## config.mk

```make
export PLATFORM = sky130hd
export DESIGN_NAME = gpabc_ports
export DESIGN_NICKNAME = d
export VERILOG_FILES = /design/src/hdl/dummy_none.sv /design/src/hdl/gpabc_pkg.sv /design/src/hdl/gpabc_ports.sv
export SDC_FILE = /design/constraint.sdc
export NUM_CORES = 1
export LEC_CHECK = 0
export BUFFER_PORTS_ARGS = -buffer_cell sky130_fd_sc_hd__buf_4
export CORE_MARGIN = 3
export CORE_UTILIZATION = 58
export DETAILED_ROUTE_END_ITERATION = 12
export GPL_ROUTABILITY_DRIVEN = 0
export PLACE_DENSITY = 0.85
export SLEW_MARGIN = 0
export SYNTH_ARGS = -nofsm -noshare
export SYNTH_HDL_FRONTEND = slang
export SYNTH_SLANG_ARGS = --single-unit
```

## constraint.sdc

```tcl
create_clock -name clk -period 2.35 [get_ports clk]
set_clock_uncertainty 0.05 [all_clocks]
set_input_delay 0.3525 -clock clk [delete_from_list [all_inputs] [get_ports clk]]
set_output_delay 0.3525 -clock clk [all_outputs]
set_load 0.02 [all_outputs]
```

## src/hdl/dummy_none.sv

```systemverilog
`default_nettype none
`default_nettype wire

```

## src/hdl/gpabc_pkg.sv

```systemverilog
`default_nettype none

package gpabc_pkg;

  // geometry
  localparam int unsigned NUM_PORTS = 3;
  localparam int unsigned PORT_W    = 8;
  localparam int unsigned ADDR_W    = 8;

  // short i/o addresses sit this far below the data-space offsets
  localparam logic [7:0] IO_OFFSET   = 8'h20;
  localparam logic [5:0] IO_ADDR_MAX = 6'h3f;
  // extended i/o space, reachable by load/store only
  localparam logic [7:0] EXT_IO_BASE = 8'h60;

  // data-space offsets, index 0 = port A, 1 = port B, 2 = port C
  localparam logic [7:0] PIN_LEVEL_OFS [NUM_PORTS] = '{8'h20, 8'h23, 8'h26};
  localparam logic [7:0] DIRECTION_OFS [NUM_PORTS] = '{8'h21, 8'h24, 8'h27};
  localparam logic [7:0] OUT_DATA_OFS  [NUM_PORTS] = '{8'h22, 8'h25, 8'h28};
  // port C input level register is not part of this block
  localparam logic       HAS_PIN_LEVEL [NUM_PORTS] = '{1'h1, 1'h1, 1'h0};

  // values after reset
  localparam logic [7:0] DIRECTION_RST = 8'h00;
  localparam logic [7:0] OUT_DATA_RST  = 8'h00;
  localparam logic [7:0] SYNC_RST      = 8'h00;
  localparam logic [7:0] PULLUP_RST    = 8'h00;
  localparam logic [7:0] RDATA_RST     = 8'h00;
  localparam logic [7:0] UNMAPPED_READ = 8'h00;

  // one processor access, held for a single cycle
  typedef struct packed {
    logic       ioSpace;   // 1: short i/o address in addr[5:0]
    logic [7:0] addr;
    logic       wr;
    logic       rd;
    logic [7:0] wdata;
  } gpabc_req_t;

  // pin-facing outputs of one port
  typedef struct packed {
    logic [7:0] pinOut;
    logic [7:0] pinOe;
    logic [7:0] pullupEn;
  } gpabc_pad_t;

endpackage : gpabc_pkg

`default_nettype wire

```

## src/hdl/gpabc_ports.sv

```systemverilog
// Functional notes
// RULE1 - short i/o address equals data offset minus 0x20, range 0x00-0x3f
// RULE2 - extended i/o from 0x60 reachable by load/store only, never short
// RULE3 - port A output data: 8-bit rw at 0x22 (short 0x02), resets zero
// RULE4 - port A direction: 8-bit rw at 0x21 (short 0x01), resets zero
// RULE5 - port A pin level at 0x20 (short 0x00) reads pins, no reset; code resets its synchroniser to 0x00
// RULE6 - port B output data: 8-bit rw at 0x25 (short 0x05), resets zero
// RULE7 - port B direction: 8-bit rw at 0x24 (short 0x04), resets zero
// RULE8 - port B pin level at 0x23 (short 0x03) reads pins, no reset; code resets its synchroniser to 0x00
// RULE9 - port C output data: 8-bit rw at 0x28 (short 0x08), resets zero
// RULE10 - port C direction: 8-bit rw at 0x27 (short 0x07), resets zero
// RULE11 - writing a pin level register toggles outputs, stores nothing
// RULE12 - register bit n belongs to pin n of its port, bits 7:0
// RULE13 - direction 0, output 1 enables pull-up unless global disable set
// RULE14 - toggle write: ones invert output bits, zeros leave them alone
// RULE15 - pin levels pass a two-flop synchroniser before being read
`default_nettype none

module gpabc_ports (
  // clock, reset, enable
  input  wire logic                clk,
  input  wire logic                rstn,
  input  wire logic                ce,
  // processor access
  input  wire gpabc_pkg::gpabc_req_t req,
  output logic [7:0]               rdata,
  output logic                     rvalid,
  // global control from the mcu control register
  input  wire logic                pullupGlobalDisable,
  // port A pins
  input  wire logic [7:0]          portAPinIn,
  output gpabc_pkg::gpabc_pad_t    portAPad,
  // port B pins
  input  wire logic [7:0]          portBPinIn,
  output gpabc_pkg::gpabc_pad_t    portBPad,
  // port C pins
  output gpabc_pkg::gpabc_pad_t    portCPad
);

  localparam int unsigned NP = gpabc_pkg::NUM_PORTS;

  logic [7:0] direction_ff  [NP];
  logic [7:0] outData_ff    [NP];
  logic [7:0] pullupEn_ff   [NP];
  logic [7:0] pinSync1_ff   [NP];
  logic [7:0] pinLevel_ff   [NP];
  logic [7:0] pinIn         [NP];
  logic [7:0] rdata_ff;
  logic       rvalid_ff;

  logic [7:0] dataAddr;
  logic       addrOk;
  logic       wrHit;
  logic       rdHit;
  logic [7:0] nxt_rdata;

  assign pinIn[0] = portAPinIn;
  assign pinIn[1] = portBPinIn;
  assign pinIn[2] = 8'h00;

  // short i/o addresses are rebased onto the data-space map
  always_comb begin
    dataAddr = req.addr;
    addrOk   = 1'h1;
    if (req.ioSpace) begin
      dataAddr = 8'({2'h0, req.addr[5:0]} + gpabc_pkg::IO_OFFSET); // [RULE1]
      // anything above 0x3f is beyond the 64 short locations
      addrOk   = (req.addr <= {2'h0, gpabc_pkg::IO_ADDR_MAX}); // [RULE1]
    end else if (req.addr >= gpabc_pkg::EXT_IO_BASE) begin
      // extended space is decoded elsewhere; nothing of ours lives there
      addrOk   = 1'h0;                                           // [RULE2]
    end
  end

  // a rebased short address never reaches 0x60 and above
  assign wrHit = ce && req.wr && addrOk;                          // [RULE2]
  assign rdHit = ce && req.rd && addrOk;

  for (genvar p = 0; p < NP; p++) begin : g_port
    localparam logic [7:0] DIR_OFS = gpabc_pkg::DIRECTION_OFS[p];
    localparam logic [7:0] OUT_OFS = gpabc_pkg::OUT_DATA_OFS[p];
    localparam logic [7:0] PIN_OFS = gpabc_pkg::PIN_LEVEL_OFS[p];
    localparam logic       HAS_PIN = gpabc_pkg::HAS_PIN_LEVEL[p];

    logic dirWr;
    logic outWr;
    logic pinWr;

    assign dirWr = wrHit && (dataAddr == DIR_OFS);     // [RULE4] [RULE7]
    assign outWr = wrHit && (dataAddr == OUT_OFS);     // [RULE3] [RULE6]
    assign pinWr = wrHit && HAS_PIN && (dataAddr == PIN_OFS);  // [RULE11]

    // direction register, zero after reset so every pin is an input
    always_ff @(posedge clk or negedge rstn) begin
      if (!rstn) begin
        direction_ff[p] <= gpabc_pkg::DIRECTION_RST;  // [RULE4] [RULE7] [RULE10]
      end else if (dirWr) begin
        direction_ff[p] <= req.wdata;                 // [RULE12]
      end
    end

    // output data register; pin level writes only toggle it
    always_ff @(posedge clk or negedge rstn) begin
      if (!rstn) begin
        outData_ff[p] <= gpabc_pkg::OUT_DATA_RST;     // [RULE3] [RULE6] [RULE9]
      end else if (outWr) begin
        outData_ff[p] <= req.wdata;                   // [RULE9] [RULE12]
      end else if (pinWr) begin
        outData_ff[p] <= outData_ff[p] ^ req.wdata;   // [RULE11] [RULE14]
      end
    end

    // pull-up follows one cycle after its causes, kept as a flop for the pad
    always_ff @(posedge clk or negedge rstn) begin
      if (!rstn) begin
        pullupEn_ff[p] <= gpabc_pkg::PULLUP_RST;
      end else if (ce) begin
        pullupEn_ff[p] <= ~direction_ff[p] & outData_ff[p]
                          & {8{~pullupGlobalDisable}};  // [RULE13]
      end
    end

    // two-flop synchroniser; first stage feeds only the second
    always_ff @(posedge clk or negedge rstn) begin
      if (!rstn) begin
        pinSync1_ff[p] <= gpabc_pkg::SYNC_RST;
        pinLevel_ff[p] <= gpabc_pkg::SYNC_RST;
      end else if (ce) begin
        pinSync1_ff[p] <= pinIn[p];                   // [RULE15]
        pinLevel_ff[p] <= pinSync1_ff[p];             // [RULE15]
      end
    end
  end

  // read mux; unmapped addresses read as zero
  always_comb begin
    nxt_rdata = gpabc_pkg::UNMAPPED_READ;
    for (int p = 0; p < NP; p++) begin
      if (dataAddr == gpabc_pkg::DIRECTION_OFS[p]) begin
        nxt_rdata = direction_ff[p];
      end
      if (dataAddr == gpabc_pkg::OUT_DATA_OFS[p]) begin
        nxt_rdata = outData_ff[p];
      end
      if (gpabc_pkg::HAS_PIN_LEVEL[p] &&
          dataAddr == gpabc_pkg::PIN_LEVEL_OFS[p]) begin
        nxt_rdata = pinLevel_ff[p];                   // [RULE5] [RULE8]
      end
    end
  end

  always_ff @(posedge clk or negedge rstn) begin
    if (!rstn) begin
      rdata_ff  <= gpabc_pkg::RDATA_RST;
      rvalid_ff <= 1'h0;
    end else if (ce) begin
      rvalid_ff <= rdHit;
      if (rdHit) begin
        rdata_ff <= nxt_rdata;
      end
    end
  end

  assign rdata  = rdata_ff;
  assign rvalid = rvalid_ff;

  assign portAPad.pinOut   = outData_ff[0];
  assign portAPad.pinOe    = direction_ff[0];
  assign portAPad.pullupEn = pullupEn_ff[0];
  assign portBPad.pinOut   = outData_ff[1];
  assign portBPad.pinOe    = direction_ff[1];
  assign portBPad.pullupEn = pullupEn_ff[1];
  assign portCPad.pinOut   = outData_ff[2];
  assign portCPad.pinOe    = direction_ff[2];
  assign portCPad.pullupEn = pullupEn_ff[2];

endmodule // gpabc_ports

`default_nettype wire

```

== After elaboration in Yosys (flattened, before gate mapping) ==
Index checks and enable logic that the tools add are counted.

* Add/sub/neg operators: 1
* Magnitude comparators: 2
* Equal/unequal tests: 8
* Multiplexer cells: 15
* Bitwise operators: 12
* Reductions and logical operators: 15

{| class="wikitable"
|+ Operators with widths
! cell !! count
|-
| $mux W8 || 13
|-
| $eq A8 B6 Y1 const B || 8
|-
| $and A8 B8 Y8 || 6
|-
| $not A8 Y8 || 3
|-
| $xor A8 B8 Y8 || 2
|-
| $logic_and A1 B1 Y1 || 12
|-
| $ge A8 B7 Y1 const B || 1
|-
| $le A8 B6 Y1 const B || 1
|-
| $add A6 B6 Y7 const B || 1
|-
| $reduce_bool A2 Y1 || 2
|-
| $mux W1 || 2
|-
| $reduce_and A2 Y1 || 1
|-
| $not A1 Y1 || 1
|}

* Register bits after elaboration: 113
* Input bits: 39
* Output and inout port bits: 81
* Logic and storage cells: 68

== Logic depth before layout (Yosys ltp) ==
* Depth in word-level cells: 11
* Gate-level depth with buffers: 7
* Depth with buffers taken out: 5

== Worst setup path before layout ==
No wires, ideal clock.

* Kind: input to register
* Start point: input req[10] in the netlist's numbering
* End point: register direction_ff (netlist bit portBPad[10])
* Library setup time: 0.125 ns
* Data arrival time: 1.874 ns
* Data required time: 2.175 ns
* Slack: 0.301 ns
* Stages: 5
* Path buffers: 2
* Path through: clkbuf_1 or4b_2 clkbuf_1 nor2_4 mux2_2

* Word-level cells in the longest chain between the ends: 5
* Elaborated cells on any way between the ends: 9
* Those cells by class: add/sub (1); order compare (2); eq/ne (1); mux (3); reduce/logical (2)

{| class="wikitable"
|+ Ends and longest elaborated chain
! element !! RTL line !! RTL
|-
| start, declared || gpabc_ports.sv:25 || <nowiki>input wire gpabc_pkg::gpabc_req_t req,</nowiki>
|-
| parallel branches: the longest is 4 deep, another holds $add A6 B6 Y7 || -- ||
|-
| $logic_and A1 B1 Y1 * || gpabc_ports.sv:89 || <nowiki>assign dirWr = wrHit && (dataAddr == DIR_OFS);</nowiki>
|-
| end signal, assigned by index || gpabc_ports.sv:96 || <nowiki>direction_ff[p] <= gpabc_pkg::DIRECTION_RST;</nowiki>
|-
| end signal, assigned by index || gpabc_ports.sv:98 || <nowiki>direction_ff[p] <= req.wdata;</nowiki>
|-
| end, declared || gpabc_ports.sv:42 || <nowiki>logic [7:0] direction_ff [NP];</nowiki>
|}

Every way passes the cells marked *.
A chain may end at the register's enable or synchronous reset.

== Worst setup path in the final report ==
* Start point: input req[18] in the netlist's numbering
* End point: register direction_ff (netlist bit portAPad[12])

* Word-level cells in the longest chain between the ends: 3
* Elaborated cells on any way between the ends: 5
* Those cells by class: eq/ne (1); mux (2); reduce/logical (2)

{| class="wikitable"
|+ Ends and longest elaborated chain
! element !! RTL line !! RTL
|-
| $mux W8 or $mux W1 (tied branches) || gpabc_ports.sv:65 || <nowiki>if (req.ioSpace) begin</nowiki>
|-
| $eq A8 B6 Y1 or $logic_and A1 B1 Y1 (tied branches) || gpabc_ports.sv:89, gpabc_ports.sv:76 ||
|-
| $logic_and A1 B1 Y1 * || gpabc_ports.sv:89 ||
|}

Every way passes the cells marked *; elsewhere a longest branch is shown, timed or not.

==> metrics.txt <==
switching share of power 24.5%; initial antenna violation count 0; setup slack after layout 554 ps; most common cell in the netlist dfrtp_1; global route overflow 0; total CTS buffers 17; flip-flop and latch area 2830 um2; area of the multi-input gates 2100 um2; CP required 2690 ps; share of layout cells above drive strength 1 36.5%; synth top area cells dfrtp_1, mux2_2, o32ai_1; Synth Cell Area 5250 um2; Core ar. 8760 um2; CP arrival 2140 ps; Max Fanout on Critical Path 8; post-DP HPWL 10,100 um; Top FF cell, synth dfrtp_1; Ys Warns 0; first-pass GRT wire length 22,900 um; CTS tree yes; vias in the first global route 4,267; Clock Power Share 47.8%; n_diodes 0; Slew Limit Fails 0; top-level port count 120; drt via density 6.16; part of the power in registers 40.9%; DR vias 4,549; EDFF count, synth 0; Cell Int Power 3.99 mW; H-Tree Depth 4; routed wire length per instance 20.1 um; I/O Buffers 119; DIE WIDTH 101 um; Nets 658; Clock Latency Late Sink 510 ps; row count 34; DRT Pass-1 Iters 8; Tightest Pin Transition 639 ps; DRC violations left 0; total power 5.28 mW; R2R cell count 5; syn avg cell area 10.8 um2; Max-slew headroom 57.3%; worst hold path stage count 2; pre-CTS setup slack 65.9 ps; f_max 0.557 GHz; total of max-cap violations 0; largest net degree at the start of global routing 48; endpoint class of the critical path flop; drt initial violations 621; Leak Pwr 3.24 nW; setup TNS 0 ps; RSZ-0062 raised after global routing no; Setup CP Type in -> reg; Initial Util 59.9%; Hold Vio Cnt, Final 0; fin area 6940 um2; Final setup viols 0; fin crit period 1800 ps; dpl cell area 6350 um2; Die Y 101 um; sequential element share of the synthesized area 53.8%; pwr/cell area 761 nW/um2; TritonCTS Sinks 113; outcome finished clean; Antenna Violating Nets Remaining 0; overall routing resource usage 29.4%; Area growth syn-to-layout 32.2%; Gates resized, CTS repair 0; CTS max path bufs 2; ys async rst share 100%; Startpoint Class input pin; syn_nets 527; Tcrit/Tclk final 76.4%; Post-synth top cells dfrtp_1, inv_1, mux2_2, nand2_1, o21ai_0; Hold Crit Class in -> reg; Fillers 532; Gate power share 11.4%; CTS root buf clkbuf_8; Switch Pwr 1.29 mW; area leader, netlist dfrtp_1; DRT Wirelength 14,800 um; VDD IR max 0.520 mV; register bit count reported by yosys 113; clk slew on worst S/H paths 60 ps; post-synth top area share 53.8%; Synth cell types 50; DIE AREA 10,200 um2; Syn Inst Count 488
power groups by stage:
| stage | Clock (mW) | Combinational, mW | Sequential [mW] |
|---|---|---|---|
| floorplan | 0 | 0.251 | 2.23 |
| global placement | 0 | 0.573 | 2.18 |
| detailed placement | 0 | 0.591 | 2.19 |
| CTS | 2.53 | 0.600 | 2.16 |
| global route | 2.62 | 0.646 | 2.17 |
| finish | 2.52 | 0.601 | 2.16 |
placed cells by master, fill, tap and decap left out, types with 2 or more instances in the layout:
cell	n
nand2_1	37
clkbuf_16	16
clkbuf_8	3
clkbuf_1	2
clkinv_4	2
a211oi_1	5
a2bb2oi_1	2
buf_4	138
o211ai_1	5
mux2i_1	7
o22ai_1	2
xor2_1	8
nand4b_1	2
o221ai_1	5
dfrtp_1	113
nand3_1	9
nor2b_1	4
a21oi_1	33
mux2_2	43
mux2_4	8
a31oi_1	8
o21ai_0	36
bufinv_16	3
clkinv_2	4
o32ai_1	24
a21o_1	5
nand2b_1	5
nor2_1	16
inv_1	55
nor3_1	3
buf_12	2
final cells by class:
| class | instances | area share, % |
|---|---|---|
| Sequential cell | 113 | 40.7 |
| Inverter | 56 | 3.03 |
| Clock buffer | 21 | 6.47 |
| Clock inverter | 10 | 1.95 |
| Multi-Input combinational cell | 290 | 30.2 |
| Timing Repair Buffer | 141 | 15.6 |
| Tap cell | 108 | 1.95 |
worst paths after layout:
path,from,end,slack [ps]
worst max-delay path,req[18],portAPad[12]$_DFFE_PN0P_,550
worst min-delay path,portBPinIn[0],pinSync1_ff[8]$_DFFE_PN0P_,20
worst max register to register,pinLevel_ff[22]$_DFFE_PN0P_,rdata[6]$_DFFE_PN0P_,920
worst min register to register,pinSync1_ff[12]$_DFFE_PN0P_,pinLevel_ff[12]$_DFFE_PN0P_,440
max in group asynchronous,rstn,pinLevel_ff[21]$_DFFE_PN0P_,1280
min in group asynchronous,rstn,portCPad[3]$_DFFE_PN0P_,350
what timing repair did:
item | CTS | global route
hold buffers | 1 | 0
endpoints found under the hold margin | 42 | 0
buffers inserted | 0 | 0
metrics by stage:
step	hold slack, ps	utilization (%)	instances
2_1_floorplan	6.91	-	488
3_3_place_gp	341	72.4	707
3_5_place_dp	346	72.4	707
4_1_cts	19.2	79.2	739
5_1_grt	12.4	79.2	739
6_report	22.3	79.2	739
worst max-delay path: stages:
cell and delay (ps):
buf_4 130, nor4b_4 350, o211ai_4 130, or4_1 760
mux2_4 400
state kept, by name, summed over array words and instances, names as in the netlist:
name,count
rvalid,1
rdata,8
portBPad,24
portCPad,24
pinSync1_ff,16
pinLevel_ff,16
portAPad,24
kinds of logic (layout without fill, tap and decap cells):
logic type	Yosys count	count (layout)	synth area share [%]
compound gates	134	134	16.7
xor+xnor	8	8	1.33
buf+inv	85	228	6.22
flops	113	113	53.8
mux	58	58	12.8
simple gates	90	90	9.03
per-layer routing:
layer / vias up / part of all wire (%) / global-route usage [%]
met5: - / 0 / 0
met4: 0 / 2.2 / 9.61
met3: 42 / 10 / 6.75
met2: 285 / 47 / 46.2
met1: 2225 / 40 / 40.8
li1: 1997 / - / -
Power figures use the tool's default switching activity.
